File: config.mk
export PLATFORM = sky130hd
export DESIGN_NAME = tcpu_top
export DESIGN_NICKNAME = d
export VERILOG_FILES = /design/src/pkg/tcpu_pkg.sv /design/src/hdl/tcpu_top.sv
export VERILOG_INCLUDE_DIRS = /design/src /design/src/pkg
export SDC_FILE = /design/constraint.sdc
export NUM_CORES = 1
export LEC_CHECK = 0
export ABC_AREA = 1
export BUFFER_PORTS_ARGS = -buffer_cell sky130_fd_sc_hd__buf_2
export CORE_ASPECT_RATIO = 0.5
export CORE_UTILIZATION = 26
export DETAILED_ROUTE_END_ITERATION = 7
export PLACE_DENSITY = 0.44
export RECOVER_POWER = 25
export SYNTH_ARGS = -nofsm -noshare
export SYNTH_HDL_FRONTEND = slang
export SYNTH_SLANG_ARGS = --single-unit
File: constraint.sdc
create_clock -name clk_i -period 2.75 [get_ports clk_i]
set_input_delay 0.275 -clock clk_i [delete_from_list [all_inputs] [get_ports clk_i]]
set_output_delay 0.275 -clock clk_i [all_outputs]
set_load 0.01 [all_outputs]
File: src/pkg/tcpu_cfg.svh
`ifndef TCPU_CFG_SVH
`define TCPU_CFG_SVH

// Register byte addresses.
`define TCPU_ADDR_MODE 12'h120
`define TCPU_ADDR_CTL1 12'h124
`define TCPU_ADDR_IOC1 12'h128
`define TCPU_ADDR_STAT 12'h12c
`define TCPU_ADDR_CTL2 12'h130
`define TCPU_ADDR_CNT 12'h134
`define TCPU_ADDR_CMPA 12'h138
`define TCPU_ADDR_CMPD 12'h144

// Mode register fields.
`define TCPU_MODE_START 0
`define TCPU_MODE_PWM_LO 1
`define TCPU_MODE_PWM_HI 3
`define TCPU_MODE_BUF_C 4
`define TCPU_MODE_BUF_D 5
`define TCPU_MODE_SEL_LO 6
`define TCPU_MODE_SEL_HI 7

// First control register fields.
`define TCPU_CTL1_INIT_LO 1
`define TCPU_CTL1_INIT_HI 3
`define TCPU_CTL1_SRC_LO 4
`define TCPU_CTL1_SRC_HI 6
`define TCPU_CTL1_CLR 7

// Io control register fields.
`define TCPU_IOC1_CUT_EN 0
`define TCPU_IOC1_FSEL_C 3
`define TCPU_IOC1_FSEL_D 7

// Second control register fields and reset value; io control register reset value.
`define TCPU_CTL2_POL_LO 0
`define TCPU_CTL2_POL_HI 2
`define TCPU_CTL2_STOP_ON_PERIOD_SEL 5
`define TCPU_CTL2_TRIG_LO 6
`define TCPU_CTL2_TRIG_HI 7
`define TCPU_CTL2_FIXED 2'b11
`define TCPU_CTL2_RESET 8'h18
`define TCPU_IOC1_RESET 8'h88

// Status flags: matches a to d, overflow, external interrupt.
`define TCPU_STAT_OVF 4
`define TCPU_STAT_EXT 5
`define TCPU_STAT_W 6

// Count source select codes.
`define TCPU_SRC_F1 3'h0
`define TCPU_SRC_F2 3'h1
`define TCPU_SRC_F4 3'h2
`define TCPU_SRC_F8 3'h3
`define TCPU_SRC_F32 3'h4
`define TCPU_SRC_EXT 3'h5
`define TCPU_SRC_OSCF 3'h6
`define TCPU_SRC_OSCD 3'h7

`define TCPU_CNT_MAX 16'hffff

`endif

File: src/pkg/tcpu_pkg.sv
`default_nettype none
package tcpu_pkg;

    typedef enum logic [1:0] {
        TCPU_MODE_TIMER = 2'h0,
        TCPU_MODE_OC = 2'h1,
        TCPU_MODE_PWM = 2'h2,
        TCPU_MODE_PWM2 = 2'h3
    } tcpu_mode_e;

    typedef enum logic [1:0] {
        TCPU_RESP_OKAY = 2'h0,
        TCPU_RESP_SLVERR = 2'h2
    } tcpu_resp_e;

endpackage
`default_nettype wire

File: src/hdl/tcpu_top.sv
// The implementer's own choice: the AXI4-Lite slave port.
`timescale 1ns/10ps
`default_nettype none
`include "tcpu_cfg.svh"

// Functional notes
// [RL1] Polarity bit 0 makes pin B, C or D active low, 1 active high.
// [RL2] Polarity bits act only in PWM mode; the code applies them in PWM2 as well.
// [RL3] Stop-on-period bit 0 keeps counting after period match, 1 halts there.
// [RL4] Stop-on-period bit acts only in output compare, PWM and PWM2.
// [RL5] Trigger edge field: off, rising, falling, both; honoured only in PWM2.
// [RL6] Bits 3 and 4 of control two read as 1; software writes 0.
// [RL7] Rerouted, pin A follows compare A and C, pin B compare B and D.
// [RL8] Software reroutes by clearing function-select and buffer-mode bits of C and D.
// [RL9] Software keeps C unlike A and D unlike B when rerouting.
// [RL10] PWM drives up to three same-period waves on B, C, D; A stays I/O.
// [RL11] With PWM in use, compare A is the period register.
// [RL12] Count source: f1 to f32, two oscillator clocks or external pin rising edges.
// [RL13] Cycle lasts m+1 counts: n+1 inactive, m-n active.
// [RL14] Writing 1 to the count-start bit starts counting.
// [RL15] Writing 0 to count-start stops; pins and counter hold.
// [RL16] Stop-on-period halts counter at period match; pins keep that match's level.
// [RL17] Matches on compare A to D and counter overflow raise requests.
// [RL18] Counter value is readable anytime and writes load it.
// [RL19] Active level and initial level are set per PWM pin.
// [RL20] External pin serves as interrupt or forced cutoff; buffering and converter trigger exist.
// [RL21] Initial-level bit 0 inactive, 1 active, driven when control one is written.
// [RL22] With buffering, C buffers the next period and D the next change point of B.
// [RL23] A change point equal to the period leaves its pin unchanged at the match.
// [RL24] In PWM the counter returns to zero after the period match.
// [RL25] Change-point match drives active level, period match drives inactive level.
module tcpu_top (
    // Clock and reset.
    input wire logic clk_i,
    input wire logic rst_i,
    // AXI4-Lite write channels.
    input wire logic [11:0] s_axi_awaddr_i,
    input wire logic s_axi_awvalid_i,
    output logic s_axi_awready_o,
    input wire logic [31:0] s_axi_wdata_i,
    input wire logic [3:0] s_axi_wstrb_i,
    input wire logic s_axi_wvalid_i,
    output logic s_axi_wready_o,
    output logic [1:0] s_axi_bresp_o,
    output logic s_axi_bvalid_o,
    input wire logic s_axi_bready_i,
    // AXI4-Lite read channels.
    input wire logic [11:0] s_axi_araddr_i,
    input wire logic s_axi_arvalid_i,
    output logic s_axi_arready_o,
    output logic [31:0] s_axi_rdata_o,
    output logic [1:0] s_axi_rresp_o,
    output logic s_axi_rvalid_o,
    input wire logic s_axi_rready_i,
    // Asynchronous pins and clocks.
    input wire logic ext_count_clock_pin_i,
    input wire logic osc_fast_clock_i,
    input wire logic osc_div_clock_i,
    input wire logic ext_trigger_pin_i,
    input wire logic ext_irq_cutoff_pin_n_i,
    // Output pins A to D, bit 0 is A.
    output logic [3:0] out_pin_o,
    output logic [3:0] out_pin_oe_o,
    // Request pulses: matches A to D, overflow, external interrupt.
    output logic [5:0] timer_event_o,
    output logic adc_trigger_o
);

    logic awready_q, wready_q, bvalid_q, arready_q, rvalid_q;
    logic [1:0] bresp_q, rresp_q;
    logic [31:0] rdata_q;
    logic [7:0] mode_q, ctl1_q, ioc1_q;
    logic [2:0] pol_q;
    logic stop_on_period_sel_q;
    logic [1:0] trig_q;
    logic [15:0] cnt_q;
    logic [15:0] cmp_q [4];
    logic [5:0] stat_q;
    logic [4:0] div_q;
    logic [4:0] sync1_q, sync2_q, sync3_q;
    logic [3:0] match;
    logic [3:0] act_q;
    logic [3:0] oc_lvl_q;
    logic [3:0] pin_d, oe_d;
    logic [5:0] ev;
    logic wr_en, wr_hit, rd_en, rd_hit, tick, run, pwm_like, stop_on_period_sel_mode;
    logic clear_on_a, stop_hit, trig_hit, ext_fall, cutoff;
    logic [31:0] rd_val;
    logic [15:0] wmask;
    tcpu_pkg::tcpu_mode_e mode_sel;

    // Bus write: both halves arrive together, one pulse of ready takes them.
    assign wr_en = awready_q;
    assign rd_en = arready_q;
    assign wmask = {{8{s_axi_wstrb_i[1]}}, {8{s_axi_wstrb_i[0]}}};
    assign wr_hit = (s_axi_awaddr_i[11:2] >= `TCPU_ADDR_MODE >> 2)
        && (s_axi_awaddr_i[11:2] <= `TCPU_ADDR_CMPD >> 2);

    always_ff @(posedge clk_i) begin
        if (rst_i) begin
            awready_q <= 1'b0;
            wready_q <= 1'b0;
            bvalid_q <= 1'b0;
            bresp_q <= tcpu_pkg::TCPU_RESP_OKAY;
        end else begin
            awready_q <= s_axi_awvalid_i && s_axi_wvalid_i && !awready_q && !bvalid_q;
            wready_q <= s_axi_awvalid_i && s_axi_wvalid_i && !awready_q && !bvalid_q;
            if (wr_en) begin
                bvalid_q <= 1'b1;
                bresp_q <= wr_hit ? tcpu_pkg::TCPU_RESP_OKAY : tcpu_pkg::TCPU_RESP_SLVERR;
            end else if (s_axi_bready_i) begin
                bvalid_q <= 1'b0;
            end
        end
    end

    assign rd_hit = (s_axi_araddr_i[11:2] >= `TCPU_ADDR_MODE >> 2)
        && (s_axi_araddr_i[11:2] <= `TCPU_ADDR_CMPD >> 2);

    always_comb begin
        rd_val = 32'h0;
        case ({s_axi_araddr_i[11:2], 2'b00})
            `TCPU_ADDR_MODE: rd_val = {24'h0, mode_q};
            `TCPU_ADDR_CTL1: rd_val = {24'h0, ctl1_q};
            `TCPU_ADDR_IOC1: rd_val = {24'h0, ioc1_q};
            `TCPU_ADDR_STAT: rd_val = {26'h0, stat_q};
            `TCPU_ADDR_CTL2: rd_val = {24'h0, trig_q, stop_on_period_sel_q, `TCPU_CTL2_FIXED, pol_q}; // [RL6]
            `TCPU_ADDR_CNT: rd_val = {16'h0, cnt_q}; // [RL18]
            default: begin
                if (rd_hit) begin
                    rd_val = {16'h0, cmp_q[2'(s_axi_araddr_i[11:2] - (`TCPU_ADDR_CMPA >> 2))]};
                end
            end
        endcase
    end

    always_ff @(posedge clk_i) begin
        if (rst_i) begin
            arready_q <= 1'b0;
            rvalid_q <= 1'b0;
            rdata_q <= 32'h0;
            rresp_q <= tcpu_pkg::TCPU_RESP_OKAY;
        end else begin
            arready_q <= s_axi_arvalid_i && !arready_q && !rvalid_q;
            if (rd_en) begin
                rvalid_q <= 1'b1;
                rdata_q <= rd_val;
                rresp_q <= rd_hit ? tcpu_pkg::TCPU_RESP_OKAY : tcpu_pkg::TCPU_RESP_SLVERR;
            end else if (s_axi_rready_i) begin
                rvalid_q <= 1'b0;
            end
        end
    end

    // Two flops on every pin before use; the third only feeds edge detection.
    always_ff @(posedge clk_i) begin
        if (rst_i) begin
            sync1_q <= 5'h1f;
            sync2_q <= 5'h1f;
            sync3_q <= 5'h1f;
        end else begin
            sync1_q <= {ext_irq_cutoff_pin_n_i, ext_trigger_pin_i, osc_div_clock_i,
                osc_fast_clock_i, ext_count_clock_pin_i};
            sync2_q <= sync1_q;
            sync3_q <= sync2_q;
        end
    end

    always_ff @(posedge clk_i) begin
        if (rst_i) begin
            div_q <= 5'h0;
        end else begin
            div_q <= div_q + 5'h1;
        end
    end

    // Oscillator sources are sampled, so they must run well below clk_i.
    always_comb begin
        case (ctl1_q[`TCPU_CTL1_SRC_HI:`TCPU_CTL1_SRC_LO]) // [RL12]
            `TCPU_SRC_F1: tick = 1'b1;
            `TCPU_SRC_F2: tick = &div_q[0];
            `TCPU_SRC_F4: tick = &div_q[1:0];
            `TCPU_SRC_F8: tick = &div_q[2:0];
            `TCPU_SRC_F32: tick = &div_q[4:0];
            `TCPU_SRC_EXT: tick = sync2_q[0] && !sync3_q[0];
            `TCPU_SRC_OSCF: tick = sync2_q[1] && !sync3_q[1];
            `TCPU_SRC_OSCD: tick = sync2_q[2] && !sync3_q[2];
            default: tick = 1'b0;
        endcase
    end

    assign mode_sel = tcpu_pkg::tcpu_mode_e'(mode_q[`TCPU_MODE_SEL_HI:`TCPU_MODE_SEL_LO]);
    assign pwm_like = (mode_sel == tcpu_pkg::TCPU_MODE_PWM)
        || (mode_sel == tcpu_pkg::TCPU_MODE_PWM2);
    assign stop_on_period_sel_mode = pwm_like || (mode_sel == tcpu_pkg::TCPU_MODE_OC); // [RL4]
    assign run = mode_q[`TCPU_MODE_START];

    for (genvar k = 0; k < 4; k++) begin : g_match
        assign match[k] = (cnt_q == cmp_q[k]);
        assign ev[k] = run && tick && match[k]; // [RL17]
    end
    assign ev[`TCPU_STAT_OVF] = run && tick && (cnt_q == `TCPU_CNT_MAX) && !clear_on_a;
    assign ext_fall = !sync2_q[4] && sync3_q[4];
    assign ev[`TCPU_STAT_EXT] = ext_fall; // [RL20]

    assign clear_on_a = match[0] && (pwm_like || ctl1_q[`TCPU_CTL1_CLR]); // [RL11] [RL24]
    assign stop_hit = match[0] && stop_on_period_sel_q && stop_on_period_sel_mode; // [RL3] [RL16]
    assign trig_hit = (mode_sel == tcpu_pkg::TCPU_MODE_PWM2) // [RL5]
        && ((trig_q[0] && sync2_q[3] && !sync3_q[3]) || (trig_q[1] && !sync2_q[3] && sync3_q[3]));
    assign cutoff = ioc1_q[`TCPU_IOC1_CUT_EN] && !sync2_q[4]; // [RL20]

    always_ff @(posedge clk_i) begin
        if (rst_i) begin
            mode_q <= 8'h0;
            ctl1_q <= 8'h0;
            ioc1_q <= `TCPU_IOC1_RESET;
            pol_q <= 3'h0;
            stop_on_period_sel_q <= 1'b0;
            trig_q <= 2'h0;
        end else begin
            if (wr_en && s_axi_wstrb_i[0] && s_axi_awaddr_i == `TCPU_ADDR_MODE) begin
                mode_q <= s_axi_wdata_i[7:0]; // [RL14] [RL15]
            end else if (run && tick && stop_hit) begin
                mode_q[`TCPU_MODE_START] <= 1'b0; // [RL16]
            end else if (trig_hit) begin
                mode_q[`TCPU_MODE_START] <= 1'b1;
            end
            if (wr_en && s_axi_wstrb_i[0] && s_axi_awaddr_i == `TCPU_ADDR_CTL1) begin
                ctl1_q <= s_axi_wdata_i[7:0];
            end
            if (wr_en && s_axi_wstrb_i[0] && s_axi_awaddr_i == `TCPU_ADDR_IOC1) begin
                ioc1_q <= s_axi_wdata_i[7:0];
            end
            if (wr_en && s_axi_wstrb_i[0] && s_axi_awaddr_i == `TCPU_ADDR_CTL2) begin
                pol_q <= s_axi_wdata_i[`TCPU_CTL2_POL_HI:`TCPU_CTL2_POL_LO];
                stop_on_period_sel_q <= s_axi_wdata_i[`TCPU_CTL2_STOP_ON_PERIOD_SEL];
                trig_q <= s_axi_wdata_i[`TCPU_CTL2_TRIG_HI:`TCPU_CTL2_TRIG_LO];
            end
        end
    end

    // A software write beats a count tick in the same cycle.
    always_ff @(posedge clk_i) begin
        if (rst_i) begin
            cnt_q <= 16'h0;
        end else if (wr_en && s_axi_awaddr_i == `TCPU_ADDR_CNT) begin
            cnt_q <= (cnt_q & ~wmask) | (s_axi_wdata_i[15:0] & wmask); // [RL18]
        end else if (run && tick && !stop_hit) begin
            cnt_q <= clear_on_a ? 16'h0 : cnt_q + 16'h1; // [RL13] [RL24]
        end
    end

    for (genvar k = 0; k < 4; k++) begin : g_cmp
        always_ff @(posedge clk_i) begin
            if (rst_i) begin
                cmp_q[k] <= `TCPU_CNT_MAX;
            end else if (wr_en && s_axi_awaddr_i == `TCPU_ADDR_CMPA + 12'(4 * k)) begin
                cmp_q[k] <= (cmp_q[k] & ~wmask) | (s_axi_wdata_i[15:0] & wmask);
            end else if (k < 2 && pwm_like && ev[0] && mode_q[`TCPU_MODE_BUF_C + k]) begin
                cmp_q[k] <= cmp_q[(k + 2) % 4]; // [RL22]
            end
        end
    end

    // Flags are write-one-to-clear; a new event wins over the clear.
    always_ff @(posedge clk_i) begin
        if (rst_i) begin
            stat_q <= 6'h0;
        end else if (wr_en && s_axi_wstrb_i[0] && s_axi_awaddr_i == `TCPU_ADDR_STAT) begin
            stat_q <= (stat_q & ~s_axi_wdata_i[5:0]) | ev;
        end else begin
            stat_q <= stat_q | ev;
        end
    end

    // PWM waveform state: 1 means active phase, on pins B to D.
    assign act_q[0] = 1'b0;
    for (genvar k = 1; k < 4; k++) begin : g_pwm
        always_ff @(posedge clk_i) begin
            if (rst_i) begin
                act_q[k] <= 1'b0;
            end else if (wr_en && s_axi_wstrb_i[0] && s_axi_awaddr_i == `TCPU_ADDR_CTL1) begin
                act_q[k] <= s_axi_wdata_i[`TCPU_CTL1_INIT_LO + k - 1]; // [RL19] [RL21]
            end else if (pwm_like && run && tick) begin
                if (match[k] && !match[0]) begin
                    act_q[k] <= 1'b1; // [RL25]
                end else if (match[0] && !match[k]) begin
                    act_q[k] <= 1'b0; // [RL23] [RL25]
                end
            end
        end
    end

    // Output compare levels; rerouting needs function select and buffer bits both 0.
    for (genvar k = 0; k < 2; k++) begin : g_oc
        logic reroute;
        assign reroute = !ioc1_q[k ? `TCPU_IOC1_FSEL_D : `TCPU_IOC1_FSEL_C]
            && !mode_q[`TCPU_MODE_BUF_C + k]; // [RL8]
        always_ff @(posedge clk_i) begin
            if (rst_i) begin
                oc_lvl_q[k] <= 1'b0;
                oc_lvl_q[k + 2] <= 1'b0;
            end else if (mode_sel == tcpu_pkg::TCPU_MODE_OC) begin
                if (reroute && ev[k + 2]) begin
                    oc_lvl_q[k] <= 1'b0; // [RL7]
                end else if (ev[k]) begin
                    oc_lvl_q[k] <= reroute ? 1'b1 : !oc_lvl_q[k]; // [RL7]
                end
                if (!reroute && ev[k + 2]) begin
                    oc_lvl_q[k + 2] <= !oc_lvl_q[k + 2];
                end
            end
        end
        assign oe_d[k + 2] = cutoff ? 1'b0 : pwm_like ? (mode_q[`TCPU_MODE_PWM_LO + k + 1]
            && !(k == 0 && mode_q[`TCPU_MODE_BUF_C]))
            : (mode_sel == tcpu_pkg::TCPU_MODE_OC) && !reroute;
    end

    assign oe_d[0] = !cutoff && (mode_sel == tcpu_pkg::TCPU_MODE_OC); // [RL10]
    assign oe_d[1] = cutoff ? 1'b0 : pwm_like ? mode_q[`TCPU_MODE_PWM_LO]
        : (mode_sel == tcpu_pkg::TCPU_MODE_OC);
    for (genvar k = 0; k < 4; k++) begin : g_lvl
        if (k == 0) begin : g_a
            assign pin_d[k] = oc_lvl_q[k];
        end else begin : g_bcd
            assign pin_d[k] = pwm_like ? (act_q[k] ? pol_q[k - 1] : !pol_q[k - 1]) // [RL1] [RL2]
                : oc_lvl_q[k];
        end
    end

    always_ff @(posedge clk_i) begin
        if (rst_i) begin
            out_pin_o <= 4'h0;
            out_pin_oe_o <= 4'h0;
            timer_event_o <= 6'h0;
            adc_trigger_o <= 1'b0;
        end else begin
            out_pin_o <= pin_d;
            out_pin_oe_o <= oe_d;
            timer_event_o <= ev; // [RL17]
            adc_trigger_o <= pwm_like && ev[0]; // [RL20]
        end
    end

    assign s_axi_awready_o = awready_q;
    assign s_axi_wready_o = wready_q;
    assign s_axi_bvalid_o = bvalid_q;
    assign s_axi_bresp_o = bresp_q;
    assign s_axi_arready_o = arready_q;
    assign s_axi_rvalid_o = rvalid_q;
    assign s_axi_rdata_o = rdata_q;
    assign s_axi_rresp_o = rresp_q;

endmodule
`default_nettype wire

# == Word-level counts from Yosys, hierarchy flattened ==
# Memory sizes are Yosys's and may differ from the RTL's.
# Cells that the tools add are included.
# totals
in_bits,72
regBits,134
memories,1
mem_bits_rw,64
# classes
n_reduce_logical,117
muxes,71
addsub,3
n_eq_ne,31
bitwise,22
n_lt_le_gt_ge,4
# memory_table
memory,words,width,read_ports,rd_ports_with_merged_regs,wr,line,text
cmp_q,4,16,5,0,4,tcpu_top.sv:77,logic [15:0] cmp_q [4];
# op_table
operator,count
two-way mux 16 bit,10
"equality test 12 x 9 -> 1 bit, second input constant",10
AND 16 bit,6
one-hot mux 16 bit (6 select lines),1
bitwise OR 16 bit,5
equality test 16 bit,4
logical AND 1 bit,61
"equality test 10 x 7 -> 1 bit, second input constant",6
two-way mux 1 bit,56
logical NOT 1 bit,30
"greater-or-equal comparator 10 x 7 -> 1 bit, second input constant",2
"<= comparator 10 x 7 -> 1 bit, second input constant",2
"adder 16 x 1 -> 16 bit, second input constant",1
"equality test 16 bit, second input constant",1
NOT 16 bit,1
AND reduction 2 bit,8
"equality test 3 bit, second input constant",4
bitwise OR 6 bit,2
nonzero test 2 bit,6
nonzero test 3 bit,4
one-hot mux 1 bit (8 select lines),1
AND 6 bit,1
"equality test 3 x 2 -> 1 bit, second input constant",2
two-way mux 6 bit,1
13 further kinds,23

# == Depth between registers and ports, before layout ==
# Gate-level depths: netlist of run 1.
# depth
ltp_word,12
ltp_mapped,16
mapped_depth_nobuf,15

# == Worst setup path before layout of run 1 ==
# No wires, ideal clock.
# synth_timing
kind,register to register
start,register div_q[0]
end,memory cmp_q[0][0] (enable)
slack_ps,399
stages_incl_launch_ff,12
arrival_time_ps,1979
t_required_ps,2378
path_cell_list,dfxtp_1 > ha_1 > nand2_1 > nor2_1 > ha_1 > nand3_1 > nand3_1 > nand2_1 > nor3_4 > buf_6 > nand2_1 > nand2_1
# synth_lines
element,line,text
"start, declared",tcpu_top.sv:79,logic [4:0] div_q;
"start signal, assigned",tcpu_top.sv:173,div_q <= div_q + 5'h1;
"end, declared",tcpu_top.sv:77,

==> results of run 1 <==
[power by group through the flow]
stage	logic, mW	registers [mW]	clock network (mW)
final	0.417	2.79	2.61
after detailed placement	0.412	2.85	0
after CTS	0.421	2.79	2.68
after global routing	0.456	2.79	2.78
after global placement	0.416	2.85	0
after floorplan	0.211	2.86	0
[cell usage after synthesis, types with 2 or more instances]
master | instances | area share
nor2_2 | 3 | 0.0018
o211ai_1 | 62 | 0.044
buf_4 | 27 | 0.019
or2_2 | 13 | 0.0077
a21oi_1 | 72 | 0.034
edfxtp_1 | 64 | 0.18
clkbuf_1 | 33 | 0.012
a21oi_2 | 2 | 0.0017
buf_2 | 13 | 0.0062
nand3b_1 | 6 | 0.0043
nand2_2 | 4 | 0.0024
nand3_1 | 69 | 0.033
and2_1 | 4 | 0.0024
xor2_1 | 10 | 0.0083
dfxtp_1 | 116 | 0.22
buf_6 | 5 | 0.0053
nand3_2 | 2 | 0.0019
and2_0 | 2 | 0.0012
nor3_2 | 4 | 0.0038
a31oi_1 | 4 | 0.0024
xnor2_1 | 10 | 0.0083
inv_1 | 209 | 0.075
nand4_1 | 43 | 0.026
nor3_1 | 14 | 0.0067
nor2_1 | 151 | 0.054
o22ai_1 | 38 | 0.023
inv_2 | 18 | 0.0064
buf_1 | 4 | 0.0014
o21ai_0 | 91 | 0.043
nand2_1 | 401 | 0.14
ha_1 | 4 | 0.0048
[metal layers]
layer	global-route usage	part of all wire
met1	0.2777	0.47
met2	0.3183	0.44
met3	0.03470	0.062
met4	0.06276	0.021
met5	0	0
[kinds of logic after synthesis]
group / after synthesis
buffers and inverters: 311
and+or+nand+nor: 724
adders and majority gates: 4
AOI/OAI and AO/OA: 274
DFF: 180
xor gates and xnor gates: 20
other: 1
[flip-flops by register name, summed over array words and instances (netlist names), 3 cells and up, named ones only]
| register | cells |
|---|---|
| oc_lvl_q | 4 |
| out_pin_o | 4 |
| pol_q | 3 |
| ctl1_q | 8 |
| act_q | 3 |
| s_axi_rdata_o | 16 |
| stat_q | 6 |
| sync1_q | 5 |
| cmp_q | 64 |
| sync2_q | 5 |
| mode_q | 8 |
| out_pin_oe_o | 4 |
| sync3_q | 5 |
| ioc1_q | 8 |
| timer_event_o | 6 |
| div_q | 5 |
[worst max-delay path, delay by kind of cell (launching register included)]
kind	cells	cell delay, ns
buf+inv	2	0.36
flops	1	0.38
fa+ha+maj	2	0.35
simple gates	8	1.05
[stage by stage]
stage,hold WS (ns),worst slack (ns)
after floorplan,0.3693,0.3989
after global placement,0.3958,0.2820
after detailed placement,0.3967,0.2752
after CTS,0.009507,0.2397
after global routing,0.02796,0.1031
final,0.03824,0.2865
[final timing paths]
check / from / endpoint / slack (ns) / depth (start not counted)
worst max-delay path: div_q[0] / cmp_q[0][13] / 0.29 / 12
worst min-delay path: s_axi_arvalid_i / s_axi_arready_o / 0.04 / 3
worst min register to register: sync1_q[2] / sync2_q[2] / 0.41 / 1
worst max register to register: div_q[0] / cmp_q[0][13] / 0.29 / 12
[area by class of cell]
cell class,instances,area (um2),area share
multi-input cells,1040,5017,0.4064
repair buffers,155,947.2,0.07672
inverters,228,855.8,0.06932
flip-flops and latches,180,4244,0.3438
well taps,530,663.1,0.05371
clock buffers,17,425.4,0.03446
clock inverters,15,192.7,0.01561
==> run metrics, run 1 <==
largest net degree at the start of global routing=43; first-pass GRT wire length=61000 um; CTS Sinks=180; final setup TNS=0 ns; initial antenna violation count=0; failing checks=max-capacitance violations, max-slew violations; row count=51; power per cell area=471.4 mW/mm2; Clk pin slew, worst setup/hold paths=0.08 ns; Clock Latency Late Sink=0.46 ns; Psw=1.618 mW; CTS H-tree lvls=4; final period utilization=0.8958; synth-to-layout area growth=17.31%; final std cells w/o fill=2165; CP required=2.92 ns; share of layout cells above drive strength 1=0.1174; initial drt markers=891; Post-Synth Adder-Cell Area=0.004756; multiplexer area fraction after synthesis=0; sequential area share after synthesis=0.4033; Finished Core Util=0.3136; clock share of power=0.449; Switching Fraction=0.2781; root buffer cell=clkbuf_16; CORE AREA=0.03937 mm2; Fmax=0.4059 GHz; slowest cell delay on critical path=0.38 ns; hold_buf cts=6; Top FF cell, synth=dfxtp_1; worst clock skew=0.01013 ns; total CTS buffers=17; vias in the first global route=9580; Avg WL per Cell=19.02 um; syn avg cell area=6.951 um2; warnings from Yosys=0; GRT overflow=0; via count=10450; critical path, cell by cell=ha_1, nand2_1, nor2_1, ha_1, nand3_1, nand3_1, nand2_1, nor3_4, buf_12, nand2_1, nand2_1, buf_12; LEAKAGE=5.518 nW; crit path time final=2.464 ns; Post-CTS Resized=0; drt pass-1 iters=5; WL final=41190 um; IO buf count=89; Finished Cell Area=0.01235 mm2; die width=286.5 um; Initial Util=0.2673; Residual DRC=0; post-synthesis cell count=1514; status=complete, but fails checks; post-synthesis sequential element count=180; main combinational cell family by area after synthesis=simple AND/OR/NAND/NOR gates; slowest cell on the critical path=dfxtp_1; DIE AREA=0.04133 mm2; Final ANT Viol Nets=0; critical path peak fanout=19; Setup violations, final=0; Cell Area, Synth=0.01052 mm2; Placed Area=0.01173 mm2; complex-gate fraction of the synthesized area=0.1523; num ports=128; Post-CTS Setup Bufs=0; most frequent CP cell=nand2_1; Slew headroom=-0.2239; Final nets=1698; post-synthesis share of cell area spent on xor and xnor gates=0.01664; Worst Tran Pin Value=1.836 ns; RSZ-0062 raised after global routing=no; CP Data Arrival Time=2.64 ns; placed cells=2127; critical path class=reg2reg; post-DR vias/cell=4.828; most common cell after layout, fill and taps aside=nand2_1; Ant. Diodes=0; crit end category=register; asr flop ratio synth=0; simple-gate share of the synthesized area=0.2969; HPWL after detailed placement=29530 um; fillcell total=4351; HP Class=in2reg; Combinational Power Share=0.072; max-cap violations=1; Reg power frac=0.480; Power Total=5.820 mW; Max VDD drop=373.4 uV; Die Ht=144.3 um; Fin. Hold Viols=0; Clock Tree Buf Depth=2; Global Route Usage Sum=0.2011; Int Pwr=4.202 mW; Distinct cells, synth=47; Final GP Congestion=0.8958; Final Max Slew Viols=43; number of enable flip-flop cells after synthesis=64; crit start category=register; most frequent cells in the layout=401 x nand2_1, 209 x inv_1, 152 x nor2_1, 116 x dfxtp_1, 91 x o21ai_0; CTS tree=done
Power figures use the tool's default switching activity.
==> inputs of run 2 (changes only) <==
Settings changed: SETUP_SLACK_MARGIN set to 0.2.
Clock period 2.75 ns to 2.7 ns, I/O delays scaled along.
==> run 2 against run 1 <==
  * The run now ends clean
  * Final cell count up 0.37%
  * Sequential power up 2%
  * Highest routed layer unchanged
  * Non-clock buffer count up 8
  * Power up 0.12%
  * Sequential cell count unchanged
  * Worst hold slack worse by 0.0077 ns
  * Sequential share of layout area down 0.063 points
  * Clock skew up 0.0015 ns
==> run metrics, run 2 (synthesis results as in run 1) <==
critical path class=reg2reg; Ant. Diodes=0; num ports=128; CORE AREA=0.03937 mm2; critical path peak fanout=14; Fmax=0.4151 GHz; Final GP Congestion=0.9274; via count=10390; Slew headroom=0.2300; total CTS buffers=17; vias in the first global route=9506; most common cell after layout, fill and taps aside=nand2_1; crit end category=register; Final ANT Viol Nets=0; R2R setup slack=0.29 ns; row count=51; critical path, cell by cell=buf_4, nand2_1, nand2_1, nor2_1, nand2_1, nor2_4, nand2_4, nor3_4, buf_12, nand2_1, nand2_1, buf_12; M1 WL=19300 um; WL met3=2494 um; met2 wire len=17980 um; CP required=2.88 ns; slowest cell delay on critical path=0.38 ns; highest metal used=met4; final period utilization=0.8922; max-cap violations=0; crit path time final=2.409 ns; CP Data Arrival Time=2.59 ns; synth-to-layout area growth=17.60%; Hold Path Stages=3; Global Route Usage Sum=0.1983; power per cell area=470.9 mW/mm2; DIE AREA=0.04133 mm2; Clock Latency Late Sink=0.47 ns; crit start category=register; worst r2r dst=cmp_q[0][1]; Int Pwr=4.187 mW; GRT overflow=0; placed cells=2135; Clk pin slew, worst setup/hold paths=0.08 ns; Avg WL per Cell=18.75 um; initial antenna violation count=0; root buffer cell=clkbuf_16; post-DR vias/cell=4.781; Post-CTS Setup Bufs=0; Placement Setup Slack=0.2745 ns; drt pass-1 iters=7; max reg flops=64; Max VDD drop=248.2 uV; final setup TNS=0 ns; CTS H-tree lvls=4; WL final=40740 um; Residual DRC=0; IO buf count=89; Worst Tran Pin Value=1.155 ns; die width=286.5 um; Fin. Hold Viols=0; most frequent cells in the layout=400 x nand2_1, 209 x inv_1, 151 x nor2_1, 114 x dfxtp_1, 91 x o21ai_0; CTS tree=done; LEAKAGE=5.550 nW; worst clock skew=0.01164 ns; HPWL after detailed placement=29790 um; Min-Delay Endpoint=s_axi_arready_o; Finished Cell Area=0.01238 mm2; Final Max Slew Viols=0; Initial Util=0.2673; largest net degree at the start of global routing=50; slowest cell on the critical path=dfxtp_1; Placed Area=0.01179 mm2; initial drt markers=752; Clock Tree Buf Depth=2; Setup WS post-layout=0.2911 ns; RSZ-0062 raised after global routing=yes; Setup violations, final=0; start point of the worst hold path=s_axi_arvalid_i; Final nets=1706; status=completed; final std cells w/o fill=2173; Switching Fraction=0.2815; Power Total=5.828 mW; Reg power frac=0.488; most frequent CP cell=nand2_1; Psw=1.640 mW; clock share of power=0.440; CTS Sinks=180; FF-to-FF path depth=12; Die Ht=144.3 um; Top reg by flops=cmp_q; HP Class=in2reg; Combinational Power Share=0.073; first-pass GRT wire length=59850 um; share of layout cells above drive strength 1=0.1248; fillcell total=4326
-- run 2: cell types whose count changed in the layout (fill, tap and decap cells not counted), sizes merged --
cell,change
buf,+8
inv,+4
clkinv,-2
bufinv,-1
clkinvlp,-1
-- run 2: critical path, delay by kind of cell, from the launching register on --
family / cells / cell delay [ns]
AND/OR/NAND/NOR: 9 / 1.16
buffers and inverters: 3 / 0.55
flip-flops: 1 / 0.38
-- run 2: how the worst max path moves through the flow --
stage | to | slack, ns | cells after the start
5_1_grt | cmp_q[1][1] | 0.19 | 12
6_report | cmp_q[0][1] | 0.29 | 12
3_3_place_gp | cmp_q[0][4] | 0.25 | 12
3_5_place_dp | cmp_q[0][4] | 0.27 | 12
2_1_floorplan | cmp_q[0][0] | 0.35 | 11
4_1_cts | cmp_q[0][1] | 0.27 | 12
-- run 2: power by group through the flow --
| stage | Combinational, mW | Clock [mW] | Sequential (mW) |
|---|---|---|---|
| floorplan | 0.215 | 0 | 2.91 |
| global placement | 0.422 | 0 | 2.90 |
| detailed placement | 0.419 | 0 | 2.91 |
| CTS | 0.427 | 2.62 | 2.84 |
| global route | 0.461 | 2.72 | 2.85 |
| finish | 0.423 | 2.56 | 2.84 |
-- run 2: layer usage --
metal / vias up / global-route usage
met2: 333 / 0.3153
met4: 0 / 0.06783
met1: 4873 / 0.2691
li1: 5122 / -
met3: 62 / 0.03691
met5: - / 0
-- run 2: what timing repair did --
action,4_1_cts,5_1_grt
gates resized for setup,0,3
hold buffers,6,0
hold endpoints to repair,6,0
setup endpoints to repair,0,40
-- run 2: through the flow --
| step | hold WS [ns] | utilization |
|---|---|---|
| after detailed placement | 0.3923 | 0.2994 |
| after global placement | 0.3937 | 0.2994 |
| after CTS | 0.007865 | 0.3156 |
| after floorplan | 0.3643 | - |
| after global routing | 0.04348 | 0.3143 |
| final | 0.03058 | 0.3143 |
-- run 2: cell type report --
type                            instances  area [um2]  area share
Multi-Input combinational cell       1040        5022      0.4058
Sequential cell                       180        4247      0.3431
Timing Repair Buffer                  163        1011     0.08169
Inverter                              228       855.8     0.06915
Tap cell                              530       663.1     0.05358
Clock buffer                           17       425.4     0.03437
Clock inverter                         15       151.4     0.01223
==> inputs of run 3 (changes only) <==
==> constraint.sdc (replaced) <==
create_clock -name clk_i -period 2.7 [get_ports clk_i]
set_input_delay 0.54 -clock clk_i [delete_from_list [all_inputs] [get_ports clk_i]]
set_output_delay 0.54 -clock clk_i [all_outputs]
set_load 0.01 [all_outputs]
==> run 3 against run 2 <==
  * Routed wire length is 1.2% higher
  * Clock skew hardly changed
  * Non-clock buffer count is 7 higher
  * Via count decreased by 0.28%
  * Critical path depth is 1 higher
  * Clock power grew 2%
  * Maximum frequency increased by 3.2%
  * Worst hold slack better by 0.22 ns
  * Register-to-register slack improved by 0.08 ns
  * Highest routed layer unchanged
==> run metrics, run 3 (synthesis results as in run 1) <==
synth-to-layout area growth=18.50%; CORE AREA=0.03937 mm2; most frequent cells in the layout=399 x nand2_1, 209 x inv_1, 152 x nor2_1, 116 x dfxtp_1, 91 x o21ai_0; CP Data Arrival Time=2.69 ns; Final nets=1713; IO buf count=89; RSZ-0062 raised after global routing=yes; slowest cell on the critical path=dfxtp_1; Residual DRC=0; Die Ht=144.3 um; hold_buf cts=0; Final ANT Viol Nets=0; initial antenna violation count=0; max-cap violations=0; post-DR vias/cell=4.751; LEAKAGE=5.613 nW; row count=51; crit end category=register; via count=10360; CP required=3.06 ns; Top reg by flops=cmp_q; FF/Latch Area=0.004244 mm2; WL met3=2512 um; highest metal used=met4; most common cell after layout, fill and taps aside=nand2_1; M1 WL=19520 um; share of layout cells above drive strength 1=0.1333; Max VDD drop=369.4 uV; vias in the first global route=9378; final period utilization=0.8644; Fin. Hold Viols=0; Global Route Usage Sum=0.2011; worst clock skew=0.01138 ns; initial drt markers=802; Clock Latency Late Sink=0.47 ns; power per cell area=470.9 mW/mm2; first-pass GRT wire length=60600 um; Initial Util=0.2673; Multi-input gate area=0.005022 mm2; drt pass-1 iters=5; critical path peak fanout=16; Worst Tran Pin Value=1.187 ns; root buffer cell=clkbuf_16; critical path, cell by cell=ha_1, nand2_1, nor2_1, ha_1, nand3_1, nand3_1, nand2_2, inv_1, nand2_1, nand2_1, nand2_2, nor2_1, nor2_1; status=completed; Setup violations, final=0; largest net degree at the start of global routing=50; critical path class=reg2reg; Final GP Congestion=0.9094; CTS Sinks=180; CTS H-tree lvls=4; DIE AREA=0.04133 mm2; crit start category=register; crit path time final=2.334 ns; fillcell total=4316; Fmax=0.4285 GHz; max reg flops=64; num ports=128; met2 wire len=18470 um; slowest cell delay on critical path=0.38 ns; Clk pin slew, worst setup/hold paths=0.08 ns; R2R setup slack=0.37 ns; HPWL after detailed placement=30370 um; FF-to-FF path depth=13; HP Class=in2reg; Clock Tree Buf Depth=2; Hold Path Stages=2; total CTS buffers=17; final setup TNS=0 ns; die width=286.5 um; Post-CTS Setup Bufs=0; Slew headroom=0.2087; Placement Setup Slack=0.2330 ns; GRT overflow=0; Setup WS post-layout=0.3662 ns; Avg WL per Cell=18.90 um; WL final=41220 um; Final Max Slew Viols=0; CTS tree=done
run 3: cell count changes in the layout (fill, tap and decap cells not counted), sizes merged:
| cell | delta |
|---|---|
| clkinv | -1 |
| buf | +17 |
| clkinvlp | +1 |
| diode | +1 |
| dlygate4sd3 | -6 |
| inv | -1 |
| clkbuf | -3 |
run 3: final timing paths:
path             startpoint        endpoint
max                div_q[0]        register
min          s_axi_bready_i  s_axi_bvalid_o
max reg2reg        div_q[0]        register
min reg2reg      sync1_q[4]      sync2_q[4]
run 3: stage by stage:
step / cells / hold WS, ns / power (mW) / util / area (um2)
3_5_place_dp: 2148 / 0.3950 / 3.330 / 0.3025 / 11910
5_1_grt: 2180 / 0.2301 / 6.075 / 0.3167 / 12470
6_report: 2181 / 0.2478 / 5.873 / 0.3167 / 12470
2_1_floorplan: 1531 / 0.3895 / 3.125 / - / 10590
4_1_cts: 2180 / 0.2232 / 5.951 / 0.3177 / 12510
3_3_place_gp: 2148 / 0.3929 / 3.334 / 0.3025 / 11910
run 3: what timing repair did:
action,in CTS,in global routing
gates resized for setup,1,3
pin swaps,0,0
setup endpoints to repair,13,33
run 3: where the power goes:
part           switching, mW  internal [mW]
sequential            0.0162           2.83
clock                   1.33           1.27
combinational          0.306          0.119
total                   1.65           4.22
run 3: critical path, delay by kind of cell, from the launching register on:
kind,cells,cell delay [ns]
fa+ha+maj,2,0.36
flops,1,0.38
buf+inv,1,0.18
simple gates,10,1.31
run 3: routing by layer:
metal	up-vias	track usage
met3	46	0.03549
met1	4849	0.2798
met2	321	0.3186
met4	0	0.05516
li1	5145	-
met5	-	0
run 3: area by class of cell:
class	instances	area share
multi-input cells	1040	0.4027
clock inverters	14	0.01244
repair buffers	170	0.08729
well taps	530	0.05318
diodes	1	0.0002007
inverters	228	0.06863
flip-flops and latches	180	0.3403
clock buffers	18	0.03522
